## config.mk

```make
export PLATFORM = sky130hd
export DESIGN_NAME = fsp_framed_serial
export DESIGN_NICKNAME = d
export VERILOG_FILES = /design/src/fsp_framed_serial.v
export VERILOG_INCLUDE_DIRS = /design/src
export SDC_FILE = /design/constraint.sdc
export NUM_CORES = 1
export LEC_CHECK = 0
export ABC_AREA = 1
export BUFFER_PORTS_ARGS = -buffer_cell sky130_fd_sc_hd__buf_2
export CAP_MARGIN = 20
export CORE_MARGIN = 2
export CORE_UTILIZATION = 40
export CTS_BUF_LIST = sky130_fd_sc_hd__clkbuf_16
export CTS_CLUSTER_SIZE = 40
export DETAILED_ROUTE_END_ITERATION = 12
export PLACE_DENSITY = 0.7
export SLEW_MARGIN = 20
export SYNTH_ARGS = -nofsm -noshare
export SYNTH_HDL_FRONTEND = slang
export SYNTH_SLANG_ARGS = --single-unit
export TNS_END_PERCENT = 10
```

## constraint.sdc

```tcl
create_clock -name sys_clk -period 1.7 [get_ports sys_clk]
set_input_delay 0.255 -clock sys_clk [delete_from_list [all_inputs] [get_ports sys_clk]]
set_output_delay 0.255 -clock sys_clk [all_outputs]
set_load 0.01 [all_outputs]
```

## src/fsp_regs.vh

```
// register offsets, field positions, reset values and timing counts of the framed serial port
`ifndef FSP_REGS_VH
`define FSP_REGS_VH
// ============================================================
// register byte offsets on the wishbone bus (32-bit words)
`define FSP_ADR_CONTROL_ONE 5'h00
`define FSP_ADR_CONTROL_TWO 5'h04
`define FSP_ADR_STATUS 5'h08
`define FSP_ADR_DATA_WINDOW 5'h0C
`define FSP_ADR_IRQ_ENABLE 5'h10
`define FSP_ADR_IRQ_FLAGS 5'h14
// ============================================================
// control_one fields
`define FSP_C1_CLOCK_EDGE 8
`define FSP_C1_SELECT_PIN_EN 7
`define FSP_C1_CLOCK_IDLE 6
`define FSP_C1_CONTROLLER 5
`define FSP_C1_WORD16 10
`define FSP_C1_OUT_DISABLE 11
// control_two fields
`define FSP_C2_FRAMING_EN 15
`define FSP_C2_SYNC_DIR 14
`define FSP_C2_SYNC_POL 13
`define FSP_C2_SYNC_EARLY_LATE 1
// status_reg fields
`define FSP_ST_MODULE_EN 15
`define FSP_ST_RX_OVERRUN 6
`define FSP_ST_TX_FULL 1
`define FSP_ST_RX_FULL 0
// irq flag and enable fields
`define FSP_IRQ_TRANSFER 0
`define FSP_IRQ_ERROR 1
// ============================================================
// reset values
`define FSP_RST_CONTROL 16'h0000
`define FSP_RST_DATA 16'h0000
// ============================================================
// timing: system clock period and local serial clock half period
`define FSP_CLK_NS 4
`define FSP_SCK_HALF_NS 24
`define FSP_SCK_HALF_CYC (`FSP_SCK_HALF_NS / `FSP_CLK_NS)
`endif

```

## src/fsp_framed_serial.v

```verilog
// framed serial port: wishbone registers, serial clock, frame sync and word shifter
//
// Chosen here: the Wishbone slave port and the placing of the registers.
`include "fsp_regs.vh"
`default_nettype none
module fsp_framed_serial (
  input wire sys_clk,
  input wire resetn,
  input wire wb_cyc_i,
  input wire wb_stb_i,
  input wire wb_we_i,
  input wire [4:0] wb_adr_i,
  input wire [3:0] wb_sel_i,
  input wire [31:0] wb_dat_i,
  output reg [31:0] wb_dat_o,
  output reg wb_ack_o,
  input wire serial_clock_pin_in,
  output wire serial_clock_pin_out,
  output wire serial_clock_pin_oe,
  input wire frame_sync_pin_in,
  output wire frame_sync_pin_out,
  output wire frame_sync_pin_oe,
  output reg serial_out_pin,
  output wire serial_out_pin_oe,
  input wire serial_in_pin,
  output wire transfer_irq,
  output wire err_irq
);
  // ============================================================
  // state codes, one-hot
  localparam [2:0] ST_IDLE = 3'h1; // waiting for a frame
  localparam [2:0] ST_SYNC = 3'h2; // sync shown, data not yet started
  localparam [2:0] ST_DATA = 3'h4; // shifting one word
  localparam [31:0] HALF_CYC_FULL = `FSP_SCK_HALF_CYC; // local clock half period in sys_clk cycles
  localparam [2:0] HALF_CYC = HALF_CYC_FULL[2:0]; // divider is 3 bits, so the half period must stay at or below 7

  // ============================================================
  // registers
  reg [15:0] control_one; // word width, clock level, controller select
  reg [15:0] control_two; // framing controls
  reg module_enable; // master enable of the port
  reg rx_overrun_flag; // sticky overrun
  reg rx_full_flag; // unread received word present
  reg transfer_irq_flag; // sticky word-complete flag
  reg err_irq_flag; // sticky error flag
  reg transfer_irq_enable; // gates transfer request
  reg err_irq_enable; // gates error request
  reg [15:0] tx_holding; // word waiting to be sent
  reg tx_pend; // tx_holding written and not yet taken
  reg [15:0] rx_word; // last received word
  reg [15:0] shifter; // serial shift register
  reg [2:0] state; // framing state
  reg [4:0] bit_cnt; // bits sampled in current word
  reg [4:0] fs_left; // transmit edges the sync pulse still lasts
  reg fs_act; // local sync pulse active
  reg [2:0] div_cnt; // local clock divider
  reg sck_loc; // local clock phase, before idle-level inversion
  reg [2:0] sck_sync; // pin clock synchroniser plus edge history
  reg [1:0] fs_sync; // pin sync synchroniser
  reg [1:0] sdi_sync; // pin data synchroniser

  // ============================================================
  // configuration decode
  wire framing_enable = control_two[`FSP_C2_FRAMING_EN];
  wire sync_direction = control_two[`FSP_C2_SYNC_DIR];
  wire sync_polarity = control_two[`FSP_C2_SYNC_POL];
  wire sync_early_late = control_two[`FSP_C2_SYNC_EARLY_LATE];
  wire controller_select = control_one[`FSP_C1_CONTROLLER];
  wire clock_idle_level = control_one[`FSP_C1_CLOCK_IDLE];
  wire output_pin_disable = control_one[`FSP_C1_OUT_DISABLE];
  wire word16 = control_one[`FSP_C1_WORD16];
  // clock_edge_select and select_pin_enable are stored for software only;
  // no framed logic reads them, so a stray setting cannot change timing
  wire active = module_enable & framing_enable;
  wire local_clk = active & controller_select;
  wire local_sync = active & ~sync_direction;
  wire [4:0] word_bits = word16 ? 5'h10 : 5'h08;

  // ============================================================
  // wishbone slave: ack one cycle after the request, dropped next cycle
  wire wb_req = wb_cyc_i & wb_stb_i;
  wire wb_take = wb_req & wb_ack_o; // effects happen at the ack edge
  wire wr_en = wb_take & wb_we_i;
  wire rd_en = wb_take & ~wb_we_i;
  wire wr_c1 = wr_en & (wb_adr_i == `FSP_ADR_CONTROL_ONE);
  wire wr_c2 = wr_en & (wb_adr_i == `FSP_ADR_CONTROL_TWO);
  wire wr_st = wr_en & (wb_adr_i == `FSP_ADR_STATUS);
  wire wr_dw = wr_en & (wb_adr_i == `FSP_ADR_DATA_WINDOW);
  wire wr_ie = wr_en & (wb_adr_i == `FSP_ADR_IRQ_ENABLE);
  wire wr_if = wr_en & (wb_adr_i == `FSP_ADR_IRQ_FLAGS);
  wire rd_dw = rd_en & (wb_adr_i == `FSP_ADR_DATA_WINDOW);

  // merge the two low byte lanes into a 16-bit register
  function [15:0] lane_merge;
    input [15:0] old;
    input [15:0] dat;
    input [1:0] sel;
    begin
      lane_merge = {sel[1] ? dat[15:8] : old[15:8], sel[0] ? dat[7:0] : old[7:0]};
    end
  endfunction

  // read multiplexer, registered into wb_dat_o; unmapped reads give zero
  reg [31:0] rd_mux;
  always @* begin
    rd_mux = 32'h0000_0000;
    case (wb_adr_i)
      `FSP_ADR_CONTROL_ONE: rd_mux = {16'h0000, control_one};
      `FSP_ADR_CONTROL_TWO: rd_mux = {16'h0000, control_two};
      `FSP_ADR_STATUS: begin
        rd_mux[`FSP_ST_MODULE_EN] = module_enable;
        rd_mux[`FSP_ST_RX_OVERRUN] = rx_overrun_flag;
        rd_mux[`FSP_ST_TX_FULL] = tx_pend;
        rd_mux[`FSP_ST_RX_FULL] = rx_full_flag;
      end
      `FSP_ADR_DATA_WINDOW: rd_mux = {16'h0000, rx_word};
      `FSP_ADR_IRQ_ENABLE: begin
        rd_mux[`FSP_IRQ_TRANSFER] = transfer_irq_enable;
        rd_mux[`FSP_IRQ_ERROR] = err_irq_enable;
      end
      `FSP_ADR_IRQ_FLAGS: begin
        rd_mux[`FSP_IRQ_TRANSFER] = transfer_irq_flag;
        rd_mux[`FSP_IRQ_ERROR] = err_irq_flag;
      end
      default: rd_mux = 32'h0000_0000;
    endcase
  end

  // bus handshake and read data
  always @(posedge sys_clk or negedge resetn) begin
    if (!resetn) begin
      wb_ack_o <= 1'b0;
      wb_dat_o <= 32'h0000_0000;
    end else begin
      wb_ack_o <= wb_req & ~wb_ack_o;
      if (wb_req & ~wb_ack_o) begin
        wb_dat_o <= rd_mux;
      end
    end
  end

  // ============================================================
  // pin synchronisers: two flops each, third clock flop only for edges
  always @(posedge sys_clk or negedge resetn) begin
    if (!resetn) begin
      sck_sync <= 3'h0;
      fs_sync <= 2'h0;
      sdi_sync <= 2'h0;
    end else begin
      sck_sync <= {sck_sync[1:0], serial_clock_pin_in};
      fs_sync <= {fs_sync[0], frame_sync_pin_in};
      sdi_sync <= {sdi_sync[0], serial_in_pin};
    end
  end

  // ============================================================
  // local serial clock: free-running divider while framed controller
  wire tick = local_clk & (div_cnt == HALF_CYC - 3'h1);
  always @(posedge sys_clk or negedge resetn) begin
    if (!resetn) begin
      div_cnt <= 3'h0;
      sck_loc <= 1'b0;
    end else if (!local_clk) begin
      div_cnt <= 3'h0; // parked at idle level while not generating
      sck_loc <= 1'b0;
    end else if (tick) begin
      div_cnt <= 3'h0;
      sck_loc <= ~sck_loc;
    end else begin
      div_cnt <= div_cnt + 3'h1;
    end
  end

  // pin-level edges of whichever clock is in use
  wire pin_now = sck_loc ^ clock_idle_level;
  wire clk_rise = local_clk ? (tick & ~pin_now) : (active & sck_sync[1] & ~sck_sync[2]);
  wire clk_fall = local_clk ? (tick & pin_now) : (active & ~sck_sync[1] & sck_sync[2]);
  wire tx_edge = clock_idle_level ? clk_fall : clk_rise;
  wire smp_edge = clock_idle_level ? clk_rise : clk_fall;
  // external sync seen at its programmed active level
  wire fs_seen = (fs_sync[1] == sync_polarity);
  // local sync length: a whole word with local clock, one clock otherwise
  wire [4:0] fs_len = local_clk ? word_bits : 5'h01;
  wire [3:0] msb = word16 ? 4'hF : 4'h7;
  wire done = (state == ST_DATA) & smp_edge & (bit_cnt == word_bits - 5'h01);

  // ============================================================
  // framing state machine, shifter and local sync pulse
  always @(posedge sys_clk or negedge resetn) begin
    if (!resetn) begin
      state <= ST_IDLE;
      shifter <= `FSP_RST_DATA;
      bit_cnt <= 5'h00;
      fs_act <= 1'b0;
      fs_left <= 5'h00;
      serial_out_pin <= 1'b0;
    end else if (!active) begin
      state <= ST_IDLE; // leaving framed mode aborts any word
      bit_cnt <= 5'h00;
      fs_act <= 1'b0;
      fs_left <= 5'h00;
    end else begin
      // sync pulse countdown on transmit edges
      if (tx_edge & fs_act) begin
        fs_left <= fs_left - 5'h01;
        if (fs_left == 5'h01) begin
          fs_act <= 1'b0;
        end
      end
      case (state)
        ST_IDLE: begin
          if (local_sync & tx_pend & tx_edge) begin
            fs_act <= 1'b1;
            fs_left <= fs_len;
            if (sync_early_late) begin
              shifter <= tx_holding; // late: data with the pulse
              serial_out_pin <= tx_holding[msb];
              bit_cnt <= 5'h00;
              state <= ST_DATA;
            end else begin
              state <= ST_SYNC; // early: one clock ahead of data
            end
          end else if (!local_sync & smp_edge & fs_seen) begin
            state <= ST_SYNC;
          end
        end
        ST_SYNC: begin
          if (tx_edge) begin
            shifter <= tx_holding;
            serial_out_pin <= tx_holding[msb];
            bit_cnt <= 5'h00;
            state <= ST_DATA;
          end
        end
        ST_DATA: begin
          if (smp_edge) begin
            shifter <= {shifter[14:0], sdi_sync[1]};
            bit_cnt <= bit_cnt + 5'h01;
            if (done) begin
              state <= ST_IDLE;
            end
          end else if (tx_edge) begin
            serial_out_pin <= shifter[msb];
          end
        end
        default: state <= ST_IDLE;
      endcase
    end
  end

  // received word as it will be stored, width-trimmed
  wire [15:0] rx_new = {shifter[14:0], sdi_sync[1]};
  wire [15:0] rx_trim = word16 ? rx_new : {8'h00, rx_new[7:0]};
  // a word starts when the shifter is loaded from tx_holding
  wire take_tx = active & tx_edge &
    (((state == ST_IDLE) & local_sync & tx_pend & sync_early_late) | (state == ST_SYNC));
  wire overrun = done & (rx_full_flag | rx_overrun_flag);
  wire rx_load = done & ~rx_full_flag & ~rx_overrun_flag;

  // ============================================================
  // software registers and sticky flags; hardware set wins over clear
  always @(posedge sys_clk or negedge resetn) begin
    if (!resetn) begin
      control_one <= `FSP_RST_CONTROL;
      control_two <= `FSP_RST_CONTROL;
      module_enable <= 1'b0;
      rx_overrun_flag <= 1'b0;
      rx_full_flag <= 1'b0;
      transfer_irq_flag <= 1'b0;
      err_irq_flag <= 1'b0;
      transfer_irq_enable <= 1'b0;
      err_irq_enable <= 1'b0;
      tx_holding <= `FSP_RST_DATA;
      tx_pend <= 1'b0;
      rx_word <= `FSP_RST_DATA;
    end else begin
      if (wr_c1) begin
        control_one <= lane_merge(control_one, wb_dat_i[15:0], wb_sel_i[1:0]);
      end
      if (wr_c2) begin
        control_two <= lane_merge(control_two, wb_dat_i[15:0], wb_sel_i[1:0]);
      end
      if (wr_st & wb_sel_i[1]) begin
        module_enable <= wb_dat_i[`FSP_ST_MODULE_EN];
      end
      if (wr_ie & wb_sel_i[0]) begin
        transfer_irq_enable <= wb_dat_i[`FSP_IRQ_TRANSFER];
        err_irq_enable <= wb_dat_i[`FSP_IRQ_ERROR];
      end
      // overrun: only software clears it, by writing zero
      if (overrun) begin
        rx_overrun_flag <= 1'b1;
      end else if (wr_st & wb_sel_i[0] & ~wb_dat_i[`FSP_ST_RX_OVERRUN]) begin
        rx_overrun_flag <= 1'b0;
      end
      // flags: write one to clear, a same-cycle event keeps them set
      if (rx_load) begin
        transfer_irq_flag <= 1'b1;
      end else if (wr_if & wb_sel_i[0] & wb_dat_i[`FSP_IRQ_TRANSFER]) begin
        transfer_irq_flag <= 1'b0;
      end
      if (overrun) begin
        err_irq_flag <= 1'b1;
      end else if (wr_if & wb_sel_i[0] & wb_dat_i[`FSP_IRQ_ERROR]) begin
        err_irq_flag <= 1'b0;
      end
      // received word: a new word is discarded while the old is unread
      if (rx_load) begin
        rx_word <= rx_trim;
        rx_full_flag <= 1'b1;
      end else if (rd_dw | ~module_enable) begin
        rx_full_flag <= 1'b0; // disable also empties, as recovery needs
      end
      // transmit holding word; a write during a frame waits for the next
      if (wr_dw) begin
        tx_holding <= lane_merge(tx_holding, wb_dat_i[15:0], wb_sel_i[1:0]);
        tx_pend <= 1'b1;
      end else if (take_tx | ~module_enable) begin
        tx_pend <= 1'b0;
      end
    end
  end

  // ============================================================
  // pin drive and interrupt requests
  assign serial_clock_pin_out = pin_now;
  assign serial_clock_pin_oe = local_clk;
  assign frame_sync_pin_out = sync_polarity ? fs_act : ~fs_act;
  assign frame_sync_pin_oe = local_sync;
  assign serial_out_pin_oe = active & ~output_pin_disable;
  assign transfer_irq = transfer_irq_flag & transfer_irq_enable;
  assign err_irq = err_irq_flag & err_irq_enable;

endmodule // fsp_framed_serial
`default_nettype wire

```

==> results of run 1 <==
-- cell usage after synthesis (4+ instances only) --
cell	instances
dfrtp_1	130
mux2i_1	14
nand2_1	183
buf_4	17
a221oi_1	6
nand3_2	11
nor2_1	38
o21ai_1	10
ha_1	5
inv_1	61
buf_2	4
o21ai_2	16
xor2_1	8
o21ai_0	71
nand4_1	5
nand2_2	17
or2_2	5
a21oi_1	22
nor3_1	4
clkbuf_1	12
nand3_1	21
-- metrics by stage --
stage / area, µm² / TNS, ps / worst slack, ps / utilization [%]
floorplan: 6266 / 0 / 72.59 / -
global placement: 6873 / -1440 / -79.82 / 45.21
detailed placement: 6873 / -2166 / -100.1 / 45.21
CTS: 7681 / -590.8 / -45.63 / 50.53
global route: 7706 / -6537 / -182.1 / 50.69
finish: 7706 / -1793 / -103.0 / 50.69
-- power by group --
group	switching [mW]	leakage (nW)	total, mW	internal (mW)
Combinational	0.184	1.62	0.269	0.0848
Sequential	0.0214	1.79	3.18	3.15
Clock	1.38	0.279	3.52	2.13
-- per-layer routing --
layer / routed length [µm] / track usage (%) / vias to the layer above
li1: - / - / 2441
met5: 0 / 0 / -
met3: 949 / 4.532 / 28
met2: 7103 / 31.29 / 162
met4: 352 / 7.673 / 0
met1: 7127 / 27.51 / 2461
-- critical path: cells and delay by family, from the launching register on --
| family | cells | cell delay (ps) |
|---|---|---|
| flip-flops | 1 | 420 |
| AND/OR/NAND/NOR | 6 | 880 |
| buffers and inverters | 2 | 340 |
| AO/OA/AOI/OAI | 1 | 40 |
-- timing repair --
| item | CTS | global route |
|---|---|---|
| setup endpoints to repair | 42 | 70 |
| hold endpoints to repair | 133 | 0 |
| resized for setup | 23 | 7 |
| pin swaps | 9 | 3 |
| cloned | 5 | 0 |
| buffers inserted | 5 | 0 |
| hold buffers | 4 | 0 |
-- cell families (layout without fill, tap and decap cells) --
family / count (synthesis) / after routing
AO/OA/AOI/OAI: 134 / 134
XOR/XNOR: 10 / 10
adder cells (fa/ha/maj): 5 / 5
buffers and inverters: 104 / 203
flip-flops: 131 / 131
multiplexers: 14 / 14
other: 1 / 16
AND/OR/NAND/NOR: 293 / 298
-- flip-flops by register name (all words and copies together) (netlist names), 5 cells and up --
register     count
control_one     16
control_two     16
rx_word         16
shifter         16
tx_holding      16
wb_dat_o        16
bit_cnt          5
fs_left          5
-- worst paths after layout --
check                                     start              end  slack (ps)  depth (start not counted)
max in group asynchronous                resetn      sck_sync[0]         900                          3
worst max register to register  control_two[15]      shifter[10]        -100                          9
worst max-delay path            control_two[15]      shifter[10]        -100                          9
min in group asynchronous                resetn      wb_dat_o[3]         170                          2
worst min-delay path               wb_dat_i[12]  control_two[12]         140                          3
worst min register to register      sck_sync[0]      sck_sync[1]         340                          0
-- final cells by class --
| cell class | instances | area share (%) |
|---|---|---|
| Clock inverter | 15 | 1.835 |
| Timing Repair Buffer | 105 | 9.498 |
| Tap cell | 188 | 3.052 |
| Clock buffer | 17 | 5.520 |
| Sequential cell | 131 | 42.57 |
| Multi-Input combinational cell | 477 | 34.16 |
| Inverter | 66 | 3.361 |
==> flow_summary.toml, run 1 <==
[worst_setup_path]
critical_path_class = "reg2reg"
worstPathRequired_ps = 2010
crit_chain = "nand2_4, buf_4, nor3_2, nand4_1, nand2_4, buf_12, nand2_4, nand2_2, o21ai_2"
crit_path_end_kind = "flop"
cp_max_fo = 8
path_common_cell = "nand2_4"
slowest_stage = "dfrtp_1"
cp-start-kind = "flop"
cp_slowest_stage_delay_ps = 420
critical_path_arrival_ps = 2120

[floorplanning]
start_util_pct = 40.85
io_pins = 90
fp-row-count = 45
die_width_um = 128.6
die_h_um = 128.6
core_um2 = 15200
dieArea_um2 = 16540

[clocking]
cts_tree = "built"
htreeDepth = 4
clk_pin_slew_ps = 60
cts_root_buf = "clkbuf_16"
cts_buffers = 17
clockBufferDepth = 2
clock_sinks = 131
clock_latency_ps = 430

[routing]
drt-pass1-iter-count = 5
vias = 5092
wl_mm = 15.53
final_antenna_net_count = 0
routed_via_density = 5.097
drt_iter0_drc = 408
wire_per_inst_um = 15.55
drc = 0

[power]
power_leakage_nw = 3.683
p_total_mw = 6.963
power-per-cell-area_nw_per_um2 = 903.5
peakVddDrop_mv = 0.7248

[sta]
layout_setup_ws_ps = -103.0
finalHoldViolations = 0
layout_min_cycle_time_ps = 1803
holdWs_ps = 139.6
clock_skew_ps = 7.749
rsz0062_at_grt = "yes"
fin_crit_sh_pct = 106.1
drv_slew = 0
tightest_slew_ps = 580.5
relSlewSlack_pct = 61.25
finalSetupViolCount = 29
fmax_ghz = 0.5546

[synth]
ys_seq_area_share_pct = 52.81
synth-edff-count = 0
yosys.area_share.xor_xnor_pct = 1.410
yosys.area.top_type = "dfrtp_1"
yosysWarnings = 0
syn_area_per_cell_um2 = 8.974
synth_top_family_by_area = "simple AND/OR/NAND/NOR gates"
synth_fa_ha_area_share_pct = 1.007
synth_cell_types = 44
netlist.area_leader.share_pct = 52.39
async_reset_ff_share_pct = 100.0
synth_compound_area_share_pct = 12.53
synthTopCellsByArea = "dfrtp_1 52%, nand2_1 11%, o21ai_0 5.7%"
muxShareOfSynthArea_pct = 2.257
yosys.area_share.simple_pct = 21.66
netlist_area_um2 = 6210
synthFlopType = "dfrtp_1"
yosys_register_bits = 131
synth_cells = 692

[placed_design]
dpl.hpwl_mm = 10.25
gp_congestion = 0.8510
placedCellCount = 953
io_buffers = 55

[global_routing]
grt_usage_pct = 20.06
grt_pass1_wl_mm = 25.39
grt-ovfl-total = 0
antenna_found_initial = 0
grt_pass1_vias = 4919
grt_start_max_net_pins = 84

[cells_and_area]
regArea_um2 = 3281
final_common_cell = "nand2_1"
nFillCells = 1418
final_net_count = 852
fin_cells = 999
syn2layout_area_growth_pct = 24.10
final_layout_size_suffix_gt1_share_pct = 26.26
num_antenna_cells = 0
final_cell_mix = "178 x nand2_1, 129 x dfrtp_1, 71 x o21ai_0"
multi_input_area_um2 = 2633

[outcome]
status = "finished, violations left"
violations = "negative setup slack"

[job]
maxCapViolCount = 0

[min_path]
hp-class = "in2reg"
Note: power is estimated with default switching activity, not from simulation.
==> run 2: changes to the inputs <==
--- a/config.mk
+++ b/config.mk
@@ -10,11 +10,11 @@
 export BUFFER_PORTS_ARGS = -buffer_cell sky130_fd_sc_hd__buf_2
 export CAP_MARGIN = 20
 export CORE_MARGIN = 2
-export CORE_UTILIZATION = 40
+export CORE_UTILIZATION = 52
 export CTS_BUF_LIST = sky130_fd_sc_hd__clkbuf_16
 export CTS_CLUSTER_SIZE = 40
 export DETAILED_ROUTE_END_ITERATION = 12
-export PLACE_DENSITY = 0.7
+export PLACE_DENSITY = 0.85
 export SLEW_MARGIN = 20
 export SYNTH_ARGS = -nofsm -noshare
 export SYNTH_HDL_FRONTEND = slang
==> flow_summary.toml, run 2 (same netlist as run 1, synthesis figures left out) <==
[worst_setup_path]
critical_path_arrival_ps = 2150
cp_slowest_stage_delay_ps = 370
crit_buf_inv = 3
crit_path_end_kind = "flop"
critPathTopFamily = "simple AND/OR/NAND/NOR gates"
worstPathRequired_ps = 2010
cp_max_fo = 7
cp-start-kind = "flop"
critical_path_class = "reg2reg"
slowest_stage = "dfrtp_1"
path_common_cell = "nand3_4"
crit_chain = "inv_1, ha_1, nand2_2, nor2_4, nand2_4, nand3_4, nand3_4, inv_4, nand3_4, buf_8, nand2_1, o21ai_1"

[sta]
tns_ps = -4026
drv_slew = 0
finalSetupViolCount = 42
layout_min_cycle_time_ps = 1848
relSlewSlack_pct = 61.27
tightest_slew_ps = 580.3
layout_setup_ws_ps = -147.5
finalHoldViolations = 0
holdWs_ps = 135.5
clock_skew_ps = 9.339
rsz0062_at_grt = "yes"
fin_crit_sh_pct = 108.7
fmax_ghz = 0.5413

[outcome]
violations = "negative setup slack"
status = "finished, violations left"

[global_routing]
grt_pass1_vias = 5229
grt_usage_pct = 26.86
grt-ovfl-total = 0
antenna_found_initial = 0
grt_pass1_wl_mm = 26.50
grt_start_max_net_pins = 40

[clocking]
clock_sinks = 131
cts_root_buf = "clkbuf_16"
clockBufferDepth = 2
cts_tree = "built"
cts_buffers = 17
clk_pin_slew_ps = 60
clock_latency_ps = 430
htreeDepth = 4

[floorplanning]
die_h_um = 113.3
start_util_pct = 53.92
die_width_um = 113.3
fp-row-count = 39
dieArea_um2 = 12830
io_pins = 90
core_um2 = 11520

[routing]
wl_mm = 17.83
drc = 0
final_antenna_net_count = 0
wire_per_inst_um = 18.55
vias = 5633
drt_iter0_drc = 858
routed_via_density = 5.862
drt-pass1-iter-count = 6

[power]
p_total_mw = 7.535
seqPwrFrac_pct = 42.2
power-per-cell-area_nw_per_um2 = 953.3
swShare_pct = 22.27
power.internal_mw = 5.857
power_leakage_nw = 3.786
p_sw_mw = 1.678
peakVddDrop_mv = 0.7316
p_comb_share_pct = 3.8
clkPwrFrac_pct = 54.1

[placed_design]
gp_congestion = 0.9013
post_dp_cell_area_um2 = 6825
placedCellCount = 908
dpl.hpwl_mm = 10.05
io_buffers = 55

[cells_and_area]
final_layout_size_suffix_gt1_share_pct = 27.87
final_common_cell = "nand2_1"
design_area_um2 = 7904
final_cell_mix = "177 x nand2_1, 129 x dfrtp_1, 69 x o21ai_0"
num_antenna_cells = 0
final_net_count = 859
syn2layout_area_growth_pct = 27.28
fin_cells = 961

[job]
maxCapViolCount = 0

[min_path]
hp-class = "in2reg"
-- run 2: path summary, 6_finish.rpt --
| kind | start | to | slack, ps | cells after the start |
|---|---|---|---|---|
| max | div_cnt[1] | rx_word[8] | -150 | 12 |
| min | wb_dat_i[9] | control_one[9] | 140 | 3 |
| max reg2reg | div_cnt[1] | rx_word[8] | -150 | 12 |
| min reg2reg | fs_sync[0] | fs_sync[1] | 350 | 0 |
| max in group asynchronous | resetn | wb_ack_o | 780 | 3 |
| min in group asynchronous | resetn | tx_holding[12] | 350 | 2 |
-- run 2: timing repair --
action / CTS / global route
gates cloned: 4 / 2
hold endpoints to repair: 38 / 0
setup endpoints to repair: 60 / 78
buffers inserted: 6 / 5
gates resized for setup: 32 / 20
hold buffers: 4 / 0
pin swaps: 7 / 5
-- run 2: worst min-delay path: stages --
cell and delay, ps:
buf_2 70, inv_1 50, o21ai_0 150
-- run 2: area by class of cell --
type	instances	area, µm²
timing repair buffer	112	827.0
clock inverter	15	226.5
fill	748	3612
clock buffer	17	425.4
sequential	131	3281
inverter	66	266.5
multi-input combinational	477	2699
tap	143	178.9
-- run 2: power groups by stage --
stage | clock network, mW | registers (mW) | logic, mW
floorplan | 0 | 3.23 | 0.119
global placement | 0 | 3.23 | 0.259
detailed placement | 0 | 3.23 | 0.263
CTS | 4.05 | 3.17 | 0.277
global route | 4.22 | 3.18 | 0.315
finish | 4.08 | 3.18 | 0.284
-- run 2: per-stage QoR --
step	setup slack [ps]	utilization, %
finish	-147.5	68.63
CTS	-64.46	67.32
floorplan	72.59	-
global placement	-77.66	59.27
global route	-267.6	68.63
detailed placement	-138.4	59.27
-- run 2: metal layers --
layer | up-vias | track usage (%) | wire (µm) | part of all wire (%)
met3 | 112 | 6.749 | 1840 | 10
li1 | 2456 | - | - | -
met1 | 2645 | 34.58 | 6687 | 38
met5 | - | 0 | 0 | 0
met2 | 420 | 43.31 | 8290 | 46
met4 | 0 | 11.87 | 1011 | 5.7
